<file path="config.mk">
export PLATFORM = sky130hd
export DESIGN_NAME = vms_velocity_mode_selector
export DESIGN_NICKNAME = d
export VERILOG_FILES = /design/src/rtl/vms_pkg.sv /design/src/rtl/vms_velocity_mode_selector.sv
export SDC_FILE = /design/constraint.sdc
export NUM_CORES = 1
export LEC_CHECK = 0
export BUFFER_PORTS_ARGS = -buffer_cell sky130_fd_sc_hd__buf_2
export CAP_MARGIN = 20
export CELL_PAD_IN_SITES_DETAIL_PLACEMENT = 1
export CELL_PAD_IN_SITES_GLOBAL_PLACEMENT = 1
export CORE_MARGIN = 1
export CORE_UTILIZATION = 43
export DETAILED_ROUTE_END_ITERATION = 16
export PLACE_DENSITY = 0.78
export SYNTH_ARGS = -nofsm -noshare
export SYNTH_HDL_FRONTEND = slang
export SYNTH_SLANG_ARGS = --single-unit
</file>
<file path="constraint.sdc">
create_clock -name sys_clk -period 7.6 [get_ports sys_clk]
set_input_delay 0.76 -clock sys_clk [delete_from_list [all_inputs] [get_ports sys_clk]]
set_output_delay 0.76 -clock sys_clk [all_outputs]
set_load 0.02 [all_outputs]
</file>
<file path="src/rtl/vms_pkg.sv">
package vms_pkg;
   localparam int          STEP_W        = 20;
   localparam logic [19:0] STEP_SAT      = 20'hfffff;      // (2^20)-1
   localparam logic [20:0] STST_CYCLES   = 21'h100000;     // 2^20 clocks
   localparam logic [17:0] PD_UNIT_MAX   = 18'h3ffff;      // 2^18 clocks - 1
   localparam int          FULL_USTEP    = 256;
   // register byte addresses
   localparam logic [7:0]  ADDR_CTRL     = 8'h00;
   localparam logic [7:0]  ADDR_PWMTH    = 8'h04;
   localparam logic [7:0]  ADDR_LATH     = 8'h08;
   localparam logic [7:0]  ADDR_HSTH     = 8'h0c;
   localparam logic [7:0]  ADDR_CURR     = 8'h10;
   localparam logic [7:0]  ADDR_PDD      = 8'h14;
   localparam logic [7:0]  ADDR_STEPT    = 8'h18;
   localparam logic [7:0]  ADDR_STAT     = 8'h1c;
   // ctrl fields
   localparam int CTRL_PWM_EN   = 0;
   localparam int CTRL_LA_EN    = 1;
   localparam int CTRL_STALL_EN = 2;
   localparam int CTRL_HSCHM    = 3;
   localparam int CTRL_HSFS     = 4;
   localparam int CTRL_NARROW   = 5;
   localparam int CTRL_MRES_LO  = 8;   // 4-bit microstep shift: 0=256 .. 8=full
   // reset values
   localparam logic [31:0] CTRL_RST   = 32'h0000_0000;
   localparam logic [19:0] THR_RST    = 20'h00000;
   localparam logic [4:0]  RUN_RST    = 5'h1f;
   localparam logic [4:0]  HOLD_RST   = 5'h10;
   localparam logic [3:0]  HDLY_RST   = 4'h0;
   localparam logic [7:0]  PDD_RST    = 8'h0a;
endpackage : vms_pkg

</file>
<file path="src/rtl/vms_velocity_mode_selector.sv">
`timescale 1ns/100ps
// How it works
// RULE1 - standstill flag rises 2^20 clocks after last step pulse, readable.
// RULE2 - step interval counts clocks between 1/256 microsteps, readable.
// RULE3 - step interval saturates to (2^20)-1 on overflow or standstill.
// RULE4 - interval is normalised to 256 microsteps regardless of resolution.
// RULE5 - upper switch point uses interval*15/16-1, or *31/32-1 when narrow.
// RULE6 - interval >= quiet threshold enables voltage PWM, disables load speed control.
// RULE7 - between load-adapt and high-speed thresholds: adaptive current on, PWM off.
// RULE8 - interval <= load-adapt threshold enables stall output if configured.
// RULE9 - interval <= high threshold: no adaptive current, normal scale, PWM off.
// RULE10 - const-off at high speed selects constant off-time chopper, fast decay zero.
// RULE11 - off time doubles while high-speed const-off chopper runs.
// RULE12 - full-step at high speed switches stall detection to load-speed detector.
// RULE13 - full-step changeover only at 45 degrees, using that table current; code leaves full-step at any angle and keeps current_scale.
// RULE14 - controller enables voltage PWM only at standstill; code also enables it while moving, when CTRL_PWM_EN, pw_ff set and la_ff, hs_ff clear.
// RULE15 - current reduction waits power-down delay, units of 2^18 clocks.
// RULE16 - software sets power-down delay at least 2.
// RULE17 - run current while moving, hold current at standstill.
// RULE18 - software orders thresholds quiet < load-adapt < high velocity.
// RULE19 - hold reduction steps one level per delay, zero means instant.
// RULE20 - comparisons re-evaluated on every new interval value.
module vms_velocity_mode_selector (
   input  wire logic        sys_clk,          // device clock
   input  wire logic        nrst,             // sync reset, active low
   input  wire logic        step_pulse,       // one pulse per selected microstep
   input  wire logic        at_45deg,         // electrical angle at 45 degrees
   input  wire logic [3:0]  off_time,         // programmed chopper off time
   input  wire logic [31:0] haddr,            // ahb address
   input  wire logic [1:0]  htrans,           // ahb transfer type
   input  wire logic        hwrite,           // ahb write
   input  wire logic [2:0]  hsize,            // ahb size
   input  wire logic [31:0] hwdata,           // ahb write data
   input  wire logic        hsel,             // ahb select
   input  wire logic        hready,           // ahb ready in
   output logic      [31:0] hrdata,           // ahb read data
   output logic             hreadyout,        // ahb ready out
   output logic             hresp,            // ahb response, always okay
   output logic             standstill_flag,  // motor at standstill
   output logic             pwm_chop_on,      // voltage pwm chopper active
   output logic             load_speed_on,    // load-dependent speed control on
   output logic             adapt_cur_on,     // load-adaptive current on
   output logic             stall_out_on,     // stall output enabled
   output logic             chopper_mode_sel, // 1 = constant off time
   output logic [1:0]       fast_decay_time,  // fast decay time, 0 forced
   output logic [4:0]       eff_off_time,     // off time after doubling
   output logic             fullstep_on,      // full-step drive active
   output logic             stall_src_sel,    // 1 = load-speed stall detector
   output logic [4:0]       current_scale     // actual current scale
);

   // ---------------- ahb slave ----------------
   logic [31:0] ctrl_ff, nxt_ctrl;
   logic [19:0] pwm_th_ff, nxt_pwm_th, la_th_ff, nxt_la_th, hs_th_ff, nxt_hs_th;
   logic [4:0]  run_lvl_ff, nxt_run_lvl, hold_lvl_ff, nxt_hold_lvl;
   logic [3:0]  hold_dly_ff, nxt_hold_dly;
   logic [7:0]  pdd_ff, nxt_pdd;
   logic        wr_pend_ff, nxt_wr_pend;
   logic [7:0]  wr_addr_ff, nxt_wr_addr;
   logic [31:0] nxt_hrdata;
   logic [19:0] step_interval_ff;
   logic        addr_ph;
   assign addr_ph = hsel && hready && htrans[1];
   always_comb begin
      nxt_ctrl     = ctrl_ff;
      nxt_pwm_th   = pwm_th_ff;
      nxt_la_th    = la_th_ff;
      nxt_hs_th    = hs_th_ff;
      nxt_run_lvl  = run_lvl_ff;
      nxt_hold_lvl = hold_lvl_ff;
      nxt_hold_dly = hold_dly_ff;
      nxt_pdd      = pdd_ff;
      nxt_wr_pend  = addr_ph && hwrite;
      nxt_wr_addr  = haddr[7:0];
      nxt_hrdata   = hrdata;
      if (wr_pend_ff) begin
         case (wr_addr_ff)
            vms_pkg::ADDR_CTRL:  nxt_ctrl = hwdata;
            vms_pkg::ADDR_PWMTH: nxt_pwm_th = hwdata[19:0];
            vms_pkg::ADDR_LATH:  nxt_la_th = hwdata[19:0];
            vms_pkg::ADDR_HSTH:  nxt_hs_th = hwdata[19:0];
            vms_pkg::ADDR_CURR: begin
               nxt_run_lvl  = hwdata[4:0];
               nxt_hold_lvl = hwdata[12:8];
               nxt_hold_dly = hwdata[19:16];
            end
            vms_pkg::ADDR_PDD:   nxt_pdd = hwdata[7:0];
            default: ;
         endcase
      end
      if (addr_ph && !hwrite) begin
         case (haddr[7:0])
            vms_pkg::ADDR_CTRL:  nxt_hrdata = ctrl_ff;
            vms_pkg::ADDR_PWMTH: nxt_hrdata = {12'h000, pwm_th_ff};
            vms_pkg::ADDR_LATH:  nxt_hrdata = {12'h000, la_th_ff};
            vms_pkg::ADDR_HSTH:  nxt_hrdata = {12'h000, hs_th_ff};
            vms_pkg::ADDR_CURR:
               nxt_hrdata = {12'h000, hold_dly_ff, 3'h0, hold_lvl_ff, 3'h0, run_lvl_ff};
            vms_pkg::ADDR_PDD:   nxt_hrdata = {24'h000000, pdd_ff};
            vms_pkg::ADDR_STEPT: nxt_hrdata = {12'h000, step_interval_ff}; // RULE2
            vms_pkg::ADDR_STAT:
               nxt_hrdata = {22'h000000, current_scale, fullstep_on, adapt_cur_on,
                             pwm_chop_on, load_speed_on, standstill_flag}; // RULE1
            default:             nxt_hrdata = 32'h0000_0000;
         endcase
      end
   end

   always_ff @(posedge sys_clk) begin
      if (!nrst) begin
         ctrl_ff     <= vms_pkg::CTRL_RST;
         pwm_th_ff   <= vms_pkg::THR_RST;
         la_th_ff    <= vms_pkg::THR_RST;
         hs_th_ff    <= vms_pkg::THR_RST;
         run_lvl_ff  <= vms_pkg::RUN_RST;
         hold_lvl_ff <= vms_pkg::HOLD_RST;
         hold_dly_ff <= vms_pkg::HDLY_RST;
         pdd_ff      <= vms_pkg::PDD_RST;
         wr_pend_ff  <= 1'b0;
         wr_addr_ff  <= 8'h00;
         hrdata      <= 32'h0000_0000;
      end else begin
         ctrl_ff     <= nxt_ctrl;
         pwm_th_ff   <= nxt_pwm_th;
         la_th_ff    <= nxt_la_th;
         hs_th_ff    <= nxt_hs_th;
         run_lvl_ff  <= nxt_run_lvl;
         hold_lvl_ff <= nxt_hold_lvl;
         hold_dly_ff <= nxt_hold_dly;
         pdd_ff      <= nxt_pdd;
         wr_pend_ff  <= nxt_wr_pend;
         wr_addr_ff  <= nxt_wr_addr;
         hrdata      <= nxt_hrdata;
      end
   end

   always_ff @(posedge sys_clk) begin
      if (!nrst) begin
         hreadyout <= 1'b0;
         hresp     <= 1'b0;
      end else begin
         hreadyout <= 1'b1;
         hresp     <= 1'b0;
      end
   end

   // ---------------- step interval measurement ----------------
   logic [20:0] idle_cnt_ff, nxt_idle_cnt;
   logic [20:0] ustep_cnt_ff, nxt_ustep_cnt;
   logic [19:0] nxt_step_interval;
   logic        nxt_stst, new_meas_ff, nxt_new_meas;
   logic [3:0]  mres;
   logic [28:0] scaled;
   assign mres   = ctrl_ff[vms_pkg::CTRL_MRES_LO +: 4];
   // interval between 1/256 microsteps = measured pulse period / 2^mres
   assign scaled = {8'h00, ustep_cnt_ff} >> mres;                             // RULE4

   always_comb begin
      nxt_idle_cnt      = idle_cnt_ff;
      nxt_ustep_cnt     = ustep_cnt_ff;
      nxt_step_interval = step_interval_ff;
      nxt_stst          = standstill_flag;
      nxt_new_meas      = 1'b0;
      if (step_pulse) begin
         nxt_idle_cnt  = 21'h000000;
         nxt_ustep_cnt = 21'h000001;
         nxt_stst      = 1'b0;
         nxt_new_meas  = 1'b1;
         if (ustep_cnt_ff[20] || standstill_flag)
            nxt_step_interval = vms_pkg::STEP_SAT;                             // RULE3
         else
            nxt_step_interval = (scaled > 29'(vms_pkg::STEP_SAT)) ?
                                vms_pkg::STEP_SAT : scaled[19:0];             // RULE2
      end else begin
         if (!ustep_cnt_ff[20])
            nxt_ustep_cnt = ustep_cnt_ff + 21'h000001;
         if (idle_cnt_ff != vms_pkg::STST_CYCLES)
            nxt_idle_cnt = idle_cnt_ff + 21'h000001;
         if (idle_cnt_ff == vms_pkg::STST_CYCLES - 21'h000001) begin
            nxt_stst          = 1'b1;                                          // RULE1
            nxt_step_interval = vms_pkg::STEP_SAT;                             // RULE3
            nxt_new_meas      = 1'b1;                                          // RULE20
         end
      end
   end

   always_ff @(posedge sys_clk) begin
      if (!nrst) begin
         idle_cnt_ff      <= vms_pkg::STST_CYCLES;
         ustep_cnt_ff     <= 21'h100000;
         step_interval_ff <= vms_pkg::STEP_SAT;
         standstill_flag  <= 1'b1;
         new_meas_ff      <= 1'b1;
      end else begin
         idle_cnt_ff      <= nxt_idle_cnt;
         ustep_cnt_ff     <= nxt_ustep_cnt;
         step_interval_ff <= nxt_step_interval;
         standstill_flag  <= nxt_stst;
         new_meas_ff      <= nxt_new_meas;
      end
   end

   // ---------------- threshold comparison with hysteresis ----------------
   logic [19:0] upper_iv;
   logic        hs_ff, nxt_hs, la_ff, nxt_la, pw_ff, nxt_pw;
   function automatic logic hyst_cmp(input logic prev, input logic [19:0] lo_iv,
                                     input logic [19:0] up_iv, input logic [19:0] thr);
      // faster than threshold: enter on plain interval, stay while shortened one fits
      hyst_cmp = prev ? (up_iv <= thr) : (lo_iv <= thr);
   endfunction : hyst_cmp
   always_comb begin
      if (ctrl_ff[vms_pkg::CTRL_NARROW])
         upper_iv = 20'((25'(step_interval_ff) * 25'h1f) >> 5) - 20'h00001;  // RULE5
      else
         upper_iv = 20'((25'(step_interval_ff) * 25'h0f) >> 4) - 20'h00001;  // RULE5
      if (upper_iv > step_interval_ff)
         upper_iv = 20'h00000;
      nxt_hs = hs_ff;
      nxt_la = la_ff;
      nxt_pw = pw_ff;
      if (new_meas_ff) begin                                                   // RULE20
         nxt_hs = hyst_cmp(hs_ff, step_interval_ff, upper_iv, hs_th_ff);
         nxt_la = hyst_cmp(la_ff, step_interval_ff, upper_iv, la_th_ff);
         nxt_pw = !hyst_cmp(!pw_ff, step_interval_ff, upper_iv, pwm_th_ff - 20'h00001)
                  || pwm_th_ff == 20'h00000;                                   // RULE6
      end
   end

   always_ff @(posedge sys_clk) begin
      if (!nrst) begin
         hs_ff <= 1'b0;
         la_ff <= 1'b0;
         pw_ff <= 1'b1;
      end else begin
         hs_ff <= nxt_hs;
         la_ff <= nxt_la;
         pw_ff <= nxt_pw;
      end
   end

   // ---------------- mode outputs and current control ----------------
   logic        fs_ff, nxt_fs;
   logic [25:0] pd_cnt_ff, nxt_pd_cnt;
   logic [21:0] hd_cnt_ff, nxt_hd_cnt;
   logic [4:0]  nxt_scale;
   logic        pd_done;

   assign pd_done = (pd_cnt_ff == {pdd_ff, vms_pkg::PD_UNIT_MAX});

   always_comb begin
      nxt_fs = fs_ff;
      if (!(hs_ff && ctrl_ff[vms_pkg::CTRL_HSFS]))
         nxt_fs = 1'b0;
      else if (at_45deg)
         nxt_fs = 1'b1;                                                        // RULE13
      nxt_pd_cnt = pd_cnt_ff;
      nxt_hd_cnt = hd_cnt_ff;
      nxt_scale  = current_scale;
      if (!standstill_flag) begin
         nxt_pd_cnt = 26'h0000000;
         nxt_hd_cnt = 22'h000000;
         nxt_scale  = run_lvl_ff;                                              // RULE17
      end else if (pdd_ff != 8'h00 && !pd_done) begin
         nxt_pd_cnt = pd_cnt_ff + 26'h0000001;                                 // RULE15
      end else if (current_scale > hold_lvl_ff) begin
         if (hold_dly_ff == 4'h0 || hd_cnt_ff == {hold_dly_ff, vms_pkg::PD_UNIT_MAX}) begin
            nxt_hd_cnt = 22'h000000;
            nxt_scale  = (hold_dly_ff == 4'h0) ? hold_lvl_ff
                                               : current_scale - 5'h01;        // RULE19
         end else
            nxt_hd_cnt = hd_cnt_ff + 22'h000001;
      end else
         nxt_scale = hold_lvl_ff;                                              // RULE17
   end

   always_ff @(posedge sys_clk) begin
      if (!nrst) begin
         fs_ff            <= 1'b0;
         pd_cnt_ff        <= 26'h0000000;
         hd_cnt_ff        <= 22'h000000;
         current_scale    <= vms_pkg::RUN_RST;
         pwm_chop_on      <= 1'b0;
         load_speed_on    <= 1'b0;
         adapt_cur_on     <= 1'b0;
         stall_out_on     <= 1'b0;
         chopper_mode_sel <= 1'b0;
         fast_decay_time  <= 2'h0;
         eff_off_time     <= 5'h00;
         fullstep_on      <= 1'b0;
         stall_src_sel    <= 1'b0;
      end else begin
         fs_ff            <= nxt_fs;
         pd_cnt_ff        <= nxt_pd_cnt;
         hd_cnt_ff        <= nxt_hd_cnt;
         current_scale    <= nxt_scale;
         pwm_chop_on      <= ctrl_ff[vms_pkg::CTRL_PWM_EN] && pw_ff && !la_ff && !hs_ff; // RULE6
         load_speed_on    <= !pw_ff;                                           // RULE6
         adapt_cur_on     <= ctrl_ff[vms_pkg::CTRL_LA_EN] && la_ff && !hs_ff; // RULE7 RULE9
         stall_out_on     <= ctrl_ff[vms_pkg::CTRL_STALL_EN] && la_ff;        // RULE8
         chopper_mode_sel <= ctrl_ff[vms_pkg::CTRL_HSCHM] && hs_ff;           // RULE10
         fast_decay_time  <= 2'h0;                                             // RULE10
         eff_off_time     <= (ctrl_ff[vms_pkg::CTRL_HSCHM] && hs_ff) ?
                             {off_time, 1'b0} : {1'b0, off_time};              // RULE11
         fullstep_on      <= nxt_fs;                                           // RULE12
         stall_src_sel    <= nxt_fs;                                           // RULE12
      end
   end

   stst_time_a: assert property (@(posedge sys_clk) disable iff (!nrst)
      step_pulse ##1 !step_pulse [*8] |-> !standstill_flag) // RULE1
      else $error("standstill set too early");
   sat_stst_a: assert property (@(posedge sys_clk) disable iff (!nrst)
      standstill_flag |-> step_interval_ff == vms_pkg::STEP_SAT) // RULE3
      else $error("interval not saturated at standstill");
   hs_pwm_a: assert property (@(posedge sys_clk) disable iff (!nrst)
      hs_ff |=> !pwm_chop_on && !adapt_cur_on) // RULE9
      else $error("pwm or adaptive current on at high speed");
   la_pwm_a: assert property (@(posedge sys_clk) disable iff (!nrst)
      la_ff |=> !pwm_chop_on) // RULE7
      else $error("pwm on in adaptive band");
   stall_en_a: assert property (@(posedge sys_clk) disable iff (!nrst)
      la_ff && ctrl_ff[vms_pkg::CTRL_STALL_EN] |=> stall_out_on) // RULE8
      else $error("stall output not enabled");
   chm_hs_a: assert property (@(posedge sys_clk) disable iff (!nrst)
      chopper_mode_sel |-> fast_decay_time == 2'h0 && eff_off_time[0] == 1'b0) // RULE11
      else $error("const off chopper settings wrong");
   fs_45_a: assert property (@(posedge sys_clk) disable iff (!nrst)
      $rose(fs_ff) |-> $past(at_45deg)) // RULE13
      else $error("fullstep entered off 45 degrees");
   run_cur_a: assert property (@(posedge sys_clk) disable iff (!nrst)
      !standstill_flag ##1 !standstill_flag |-> current_scale == $past(run_lvl_ff)) // RULE17
      else $error("run current not applied");
   hyst_step_a: assert property (@(posedge sys_clk) disable iff (!nrst)
      !new_meas_ff |=> hs_ff == $past(hs_ff)) // RULE20
      else $error("comparison changed without measurement");
   cv_stst: cover property (@(posedge sys_clk) $rose(standstill_flag));
   cv_hs: cover property (@(posedge sys_clk) $rose(hs_ff));
   cv_fs: cover property (@(posedge sys_clk) $rose(fullstep_on));
endmodule : vms_velocity_mode_selector

</file>
==> out/results.txt, run 1 <==
Aggregate global-route resource usage = 30.7%
IO Pins = 134
Via count = 20,600
CP max stage delay = 0.52 ns
Routed WL per cell = 22.8 µm
PortBufs = 102
ANT nets after route = 0
Seq pwr share = 33.2%
Root Driver = clkbuf_16
Final setup viols = 3
Clk slew on worst S/H paths = 0.07 ns
H-tree Lvls = 1
Die Wd = 222 µm
CTS tree = built
Synth warnings = 0
Commonest non-fill, non-tap cell in the layout = buf_4
Leakage power figure = 10.8 nW
Final Skew = 0.0259 ns
Die Y-Extent = 222 µm
Number of global-route vias before repair = 22,100
Slew @ Worst Pin = 1.17 ns
Fill count = 5,605
Cell variety after synth = 84
GP Congestion = 0.923
Final Hold Fails = 0
CP required = 8.13 ns
Pre-antenna DRT Iters = 5
Cells after synthesis = 2,460
Switching share of total power = 31.2%
Max Cap Viol = 0
Slew Limit Fails = 0
Drt via density = 5.91
CTS Hold Bufs = 0
Most Frequent Cell on Critical Path = buf_4
VDD IR max = 0.176 mV
Initial core utilization = 43.6%
Synthesis-to-layout area growth = 26.2%
Cell Rows = 80
Syn avg cell area = 8.46 µm²
First-pass GRT wire length = 121,000 µm
Largest net degree at the start of global routing = 84
Arr. time, crit path = 8.86 ns
Gr ovfl total = 0
EDFF count, synth = 0
Clock power share = 36.1%
Failing checks = negative setup slack
Final WL = 79,600 µm
Int Power = 3.18 mW
Post-DP HPWL = 56,200 µm
Worst-case clock buffer depth = 3
Final Core Density = 55.0%
Place WS = -0.635 ns
Die area = 49,300 µm²
Final TNS setup = -1.74 ns
Final #Nets = 3,184
Fmax = 0.120 GHz
Post-synthesis sequential area ratio = 27.6%
Status = finished with violations
Clk sinks = 287
Commonest cells after routing, fill and taps aside = buf_4 (350), nand2_1 (296), dfxtp_1 (280)
Crit path kind = flip-flop to flip-flop
Starting DRT DRC Count = 1,159
Crit path launch type = flip-flop
Final worst path period share = 110%
Synth async-reset ratio = 0%
Type of destination of the critical path = flip-flop
Main synth FF type = dfxtp_1
CTS Buf Count = 31
Share of layout cells above drive strength 1 = 23.8%
Clk_lat worst skew = 0.60 ns
Synth Register Bits = 287
HP Class = primary input to flip-flop
Critical-path top delay cell = fa_1
P per Cell Area = 176 nW/µm²
Critical Path Fanout Max = 7
Max-slew headroom = 21.9%
Switch Pwr = 1.44 mW
DRC = 0
Post-synthesis instance area = 20,800 µm²
RSZ-0062 raised after global routing = true
Fin worst setup slack = -0.732 ns
Min Tclk post-route = 8.33 ns
Antenna violations before repair = 0
Core area = 47,700 µm²
Total chip power = 4.62 mW
Combinational share of power = 30.7%
## power groups by stage
stage          registers, mW  clock network (mW)  logic, mW
5_1_grt                 1.53                1.74       1.52
6_report                1.53                1.67       1.42
3_3_place_gp            1.56                   0       1.09
3_5_place_dp            1.57                   0       1.15
4_1_cts                 1.53                1.68       1.27
2_1_floorplan           1.56                   0      0.632
## layout make-up
class	count	area (µm²)	share of cell area, %
well taps	615	769	2.93
repair buffers	465	3290	12.5
clock buffers	40	880	3.35
clock inverters	18	241	0.919
flip-flops and latches	287	5760	21.9
inverters	135	517	1.97
multi-input cells	1928	14800	56.4
diodes	1	2.50	0.00952
## state kept, by name, summed over array words and instances, names as in the netlist, 21 cells and up
register / flops
idle_cnt_ff: 21
hd_cnt_ff: 22
ctrl_ff: 32
ustep_cnt_ff: 21
pd_cnt_ff: 26
hrdata: 32
## worst max-delay path: cells and delay by family, from the launching register on
kind / cells / cell delay (ns)
buffers and inverters: 8 / 1.15
AO/OA/AOI/OAI: 12 / 1.59
flip-flops: 1 / 0.36
multiplexers: 1 / 0.14
XOR/XNOR: 2 / 0.25
adder cells (fa/ha/maj): 6 / 2.56
AND/OR/NAND/NOR: 11 / 2.20
## per-layer routing
| metal | up-vias | GRT usage (%) | share of wire (%) |
|---|---|---|---|
| met5 | - | 0 | 0 |
| met4 | 0 | 12.6 | 4.5 |
| met1 | 10300 | 37.4 | 41 |
| li1 | 9458 | - | - |
| met2 | 635 | 54.4 | 50 |
| met3 | 229 | 3.83 | 5.0 |
## metrics by stage
stage	hold WS [ns]	area, µm²	std cells
after CTS	0.370	25700	3466
after global routing	0.394	26300	3488
after floorplan	0.433	20900	2462
after global placement	0.452	23900	3354
final	0.387	26300	3489
after detailed placement	0.459	23900	3356
## cells in the mapped netlist (17+ instances only)
master / n / share of area, %
nor4_1: 26 / 0.78
xor2_1: 87 / 3.7
fa_1: 55 / 5.3
nor3_1: 28 / 0.67
and3_1: 21 / 0.63
a21oi_1: 124 / 3.0
clkbuf_1: 93 / 1.7
o21ai_0: 67 / 1.6
o22a_1: 17 / 0.72
and2_1: 20 / 0.60
xnor2_1: 71 / 3.0
inv_1: 135 / 2.4
nor2b_1: 101 / 3.0
nand3_1: 56 / 1.3
dfxtp_1: 287 / 28
nand4_1: 60 / 1.8
nand2_1: 301 / 5.4
nand2b_1: 22 / 0.66
a21o_1: 48 / 1.7
ha_1: 201 / 12
mux2i_1: 56 / 2.7
a21boi_0: 89 / 3.2
a31oi_1: 25 / 0.75
nor2_1: 171 / 3.1
a22oi_1: 61 / 2.2
## cell families after synthesis
logic type               share of synthesized area [%]
XOR/XNOR                                          6.65
AO/OA/AOI/OAI                                     18.3
AND/OR/NAND/NOR                                   21.2
flip-flops                                        27.6
buffers and inverters                             4.58
multiplexers                                      4.37
adder cells (fa/ha/maj)                           17.4
other                                           0.0180
## what timing repair did
action                                  in CTS  in global routing
pin swaps                                   45                 61
endpoints found under the setup margin       3                  3
gates cloned                                 1                  0
gates resized for setup                     82                 74
buffers inserted                            51                 21
## path summary, 6_finish.rpt
path                         from               to  slack, ns  cells past startpoint
max          step_interval_ff[10]            pw_ff      -0.73                     40
min                   off_time[3]  eff_off_time[4]       0.39                      2
max reg2reg  step_interval_ff[10]            pw_ff      -0.73                     40
min reg2reg           ctrl_ff[16]      ctrl_ff[16]       0.47                      2
No activity file was read; power rests on OpenSTA's default activity.
==> run 2, diff against run 1 <==
Settings changed: CELL_PAD_IN_SITES_DETAIL_PLACEMENT 1 to not set, CELL_PAD_IN_SITES_GLOBAL_PLACEMENT 1 to not set, CORE_UTILIZATION 43 to 50, PLACE_DENSITY 0.78 to 0.7.
==> run 2 against run 1 <==
Compared with the run above:
- the run still ends with negative setup slack left
- first-iteration DRC count grew 20%
- fmax up 5.6%
- hold slack better by 0.032 ns
- clock skew down 0.015 ns
- final area shrank 4.3%
- clock power decreased by 14%
- power is 9.7% lower
- register-to-register slack improved by 0.44 ns
- wire length fell by 22%
- critical path depth shrank 4
- die area decreased by 14%
- sequential power is essentially flat
- largest power group is now sequential cells
- highest routed layer unchanged
==> out/results.txt, run 2 (synthesis results as in run 1) <==
Clk sinks = 287 (unchanged)
Crit path buf inv count = 3 (-5)
Worst Hold Launch = off_time[0]
Min Tclk post-route = 7.89 ns (-0.445 ns)
Final Core Density = 61.4% (+6.4 points)
Commonest cells after routing, fill and taps aside = nand2_1 (300), buf_4 (288), dfxtp_1 (283)
Leakage power figure = 10.3 nW (-4.9%)
Final Skew = 0.0107 ns (-0.0153 ns)
Initial core utilization = 50.9% (+7.3 points)
CTS tree = built
Share of layout cells above drive strength 1 = 19.9% (-4.0 points)
Synthesis-to-layout area growth = 20.7%
Slew Limit Fails = 0 (unchanged)
Max Cap Viol = 0 (unchanged)
Status = finished with violations
Top cell family by delay on the critical path = simple AND/OR/NAND/NOR gates
DRC = 0 (unchanged)
Die Y-Extent = 206 µm (-7.2%)
Critical Path Fanout Max = 6 (-1)
PortBufs = 102 (unchanged)
Final Hold Fails = 0 (unchanged)
Pre-antenna DRT Iters = 6 (+1)
Final TNS setup = -0.736 ns (+1.01 ns)
ANT nets after route = 0 (unchanged)
Failing checks = negative setup slack
Fmax = 0.127 GHz (+5.6%)
Type of destination of the critical path = flip-flop
P per Cell Area = 166 nW/µm² (-5.6%)
Hold slack = 0.418 ns (+0.0315 ns)
CTS Buf Count = 29 (-6.5%)
Met2 wire len = 29,500 µm (-25%)
GP Congestion = 0.943 (+2.2%)
Routed WL per cell = 18.8 µm (-18%)
Number of global-route vias before repair = 18,600 (-16%)
Largest net degree at the start of global routing = 80 (-4.8%)
Largest registers = ctrl_ff (32), hrdata (32), pd_cnt_ff (26)
Area post-placement = 23,700 µm² (-0.85%)
Arr. time, crit path = 8.41 ns (-0.45 ns)
Hold Crit Depth = 2 (unchanged)
R2r startpoint = step_interval_ff[2]
Fin worst setup slack = -0.288 ns (+0.445 ns)
Clk slew on worst S/H paths = 0.07 ns (about the same)
Routed length on met1 = 27,200 µm (-16%)
Antenna violations before repair = 0 (unchanged)
Final worst path period share = 104% (-5.8 points)
CP max stage delay = 0.52 ns (about the same)
Total chip power = 4.17 mW (-9.7%)
Drt via density = 5.85 (-1.0%)
Commonest non-fill, non-tap cell in the layout = nand2_1
H-tree Lvls = 1 (unchanged)
Die area = 42,500 µm² (-14%)
Starting DRT DRC Count = 1,391 (+20%)
IO Pins = 134 (unchanged)
RSZ-0062 raised after global routing = true
Post-layout instance area = 25,100 µm² (-4.3%)
Final setup viols = 3 (unchanged)
First-pass GRT wire length = 97,400 µm (-20%)
Worst hold endpoint = eff_off_time[0]
Most Frequent Cell on Critical Path = fa_1
Root Driver = clkbuf_16
Die Wd = 206 µm (-7.2%)
Core area = 40,900 µm² (-14%)
Slew @ Worst Pin = 1.17 ns (-0.00105 ns)
Clk_lat worst skew = 0.58 ns (-0.02 ns)
Max-slew headroom = 21.8% (-0.15 points)
CTS Hold Bufs = 0 (unchanged)
CP required = 8.12 ns (about the same)
Final WL = 62,400 µm (-22%)
Crit path kind = flip-flop to flip-flop
Critical-path top delay cell = fa_1
Highest routed layer = met4
DR WL met3 = 4060 µm (+1.4%)
Gr ovfl total = 0 (unchanged)
Worst-case reg-to-reg path depth = 36 (-10%)
Reg2reg setup slack = -0.29 ns (+0.44 ns)
Ant. Diodes = 0 (-1)
HP Class = primary input to flip-flop
Worst flop-to-flop path endpoint = pw_ff
Worst-case clock buffer depth = 3 (unchanged)
VDD IR max = 0.175 mV (-0.62%)
Post-DP HPWL = 48,000 µm (-15%)
Via count = 19,500 (-5.6%)
Final #Nets = 3,113 (-2.2%)
Aggregate global-route resource usage = 28.8% (-1.9 points)
Crit path launch type = flip-flop
Cell Rows = 74 (-7.5%)
-- run 2: cell count changes in the layout (fill, tap and decap cells not counted), sizes merged --
cell | before | now
buf | 465 | 396
bufinv | 5 | 2
clkbuf | 40 | 41
clkinv | 9 | 3
clkinvlp | 3 | 1
diode | 1 | 0
-- run 2: metrics by stage --
step	worst slack (ns)	instances
after floorplan	0.0138	2462
after global routing	-0.594	3326
after detailed placement	-0.428	3256
after CTS	0.00286	3313
final	-0.288	3326
after global placement	-0.333	3253
-- run 2: how the worst max path moves through the flow --
| stage | from | to | cells after the start |
|---|---|---|---|
| after floorplan | step_interval_ff[3] | pw_ff | 35 |
| after global placement | step_interval_ff[2] | pw_ff | 35 |
| after detailed placement | step_interval_ff[8] | pw_ff | 36 |
| after CTS | step_interval_ff[2] | pw_ff | 38 |
| after global routing | step_interval_ff[2] | pw_ff | 36 |
| final | step_interval_ff[2] | pw_ff | 36 |
-- run 2: final cells by class --
class | count | area [µm²]
inverter | 135 | 509
timing repair buffer | 396 | 2760
tap | 532 | 666
multi-input combinational | 1928 | 14500
sequential | 287 | 5750
fill | 3540 | 15800
clock inverter | 7 | 103
clock buffer | 41 | 831
-- run 2: worst reg2reg max path, delay by kind of cell (launching register included) --
kind	cells	cell delay, ns
buffers and inverters	3	0.45
xor gates and xnor gates	2	0.26
DFF	1	0.37
AOI/OAI and AO/OA	13	1.81
adders and majority gates	6	2.45
and+or+nand+nor	12	2.51
-- run 2: routing by layer --
layer | GRT usage (%) | up-vias
li1 | - | 9337
met5 | 0 | -
met3 | 3.50 | 114
met2 | 48.4 | 664
met1 | 38.7 | 9350
met4 | 8.01 | 0
-- run 2: repair_timing --
action	CTS	global route
resized for setup	47	39
gates cloned	1	0
endpoints found under the hold margin	0	0
pin swaps	25	37
setup endpoints to repair	3	3
setup buffers	8	12
-- run 2: power breakdown --
part	internal [mW]	switching [mW]	leakage, nW
Combinational	0.585	0.622	7.51
Clock	0.824	0.610	0.458
Sequential	1.52	0.0149	2.32
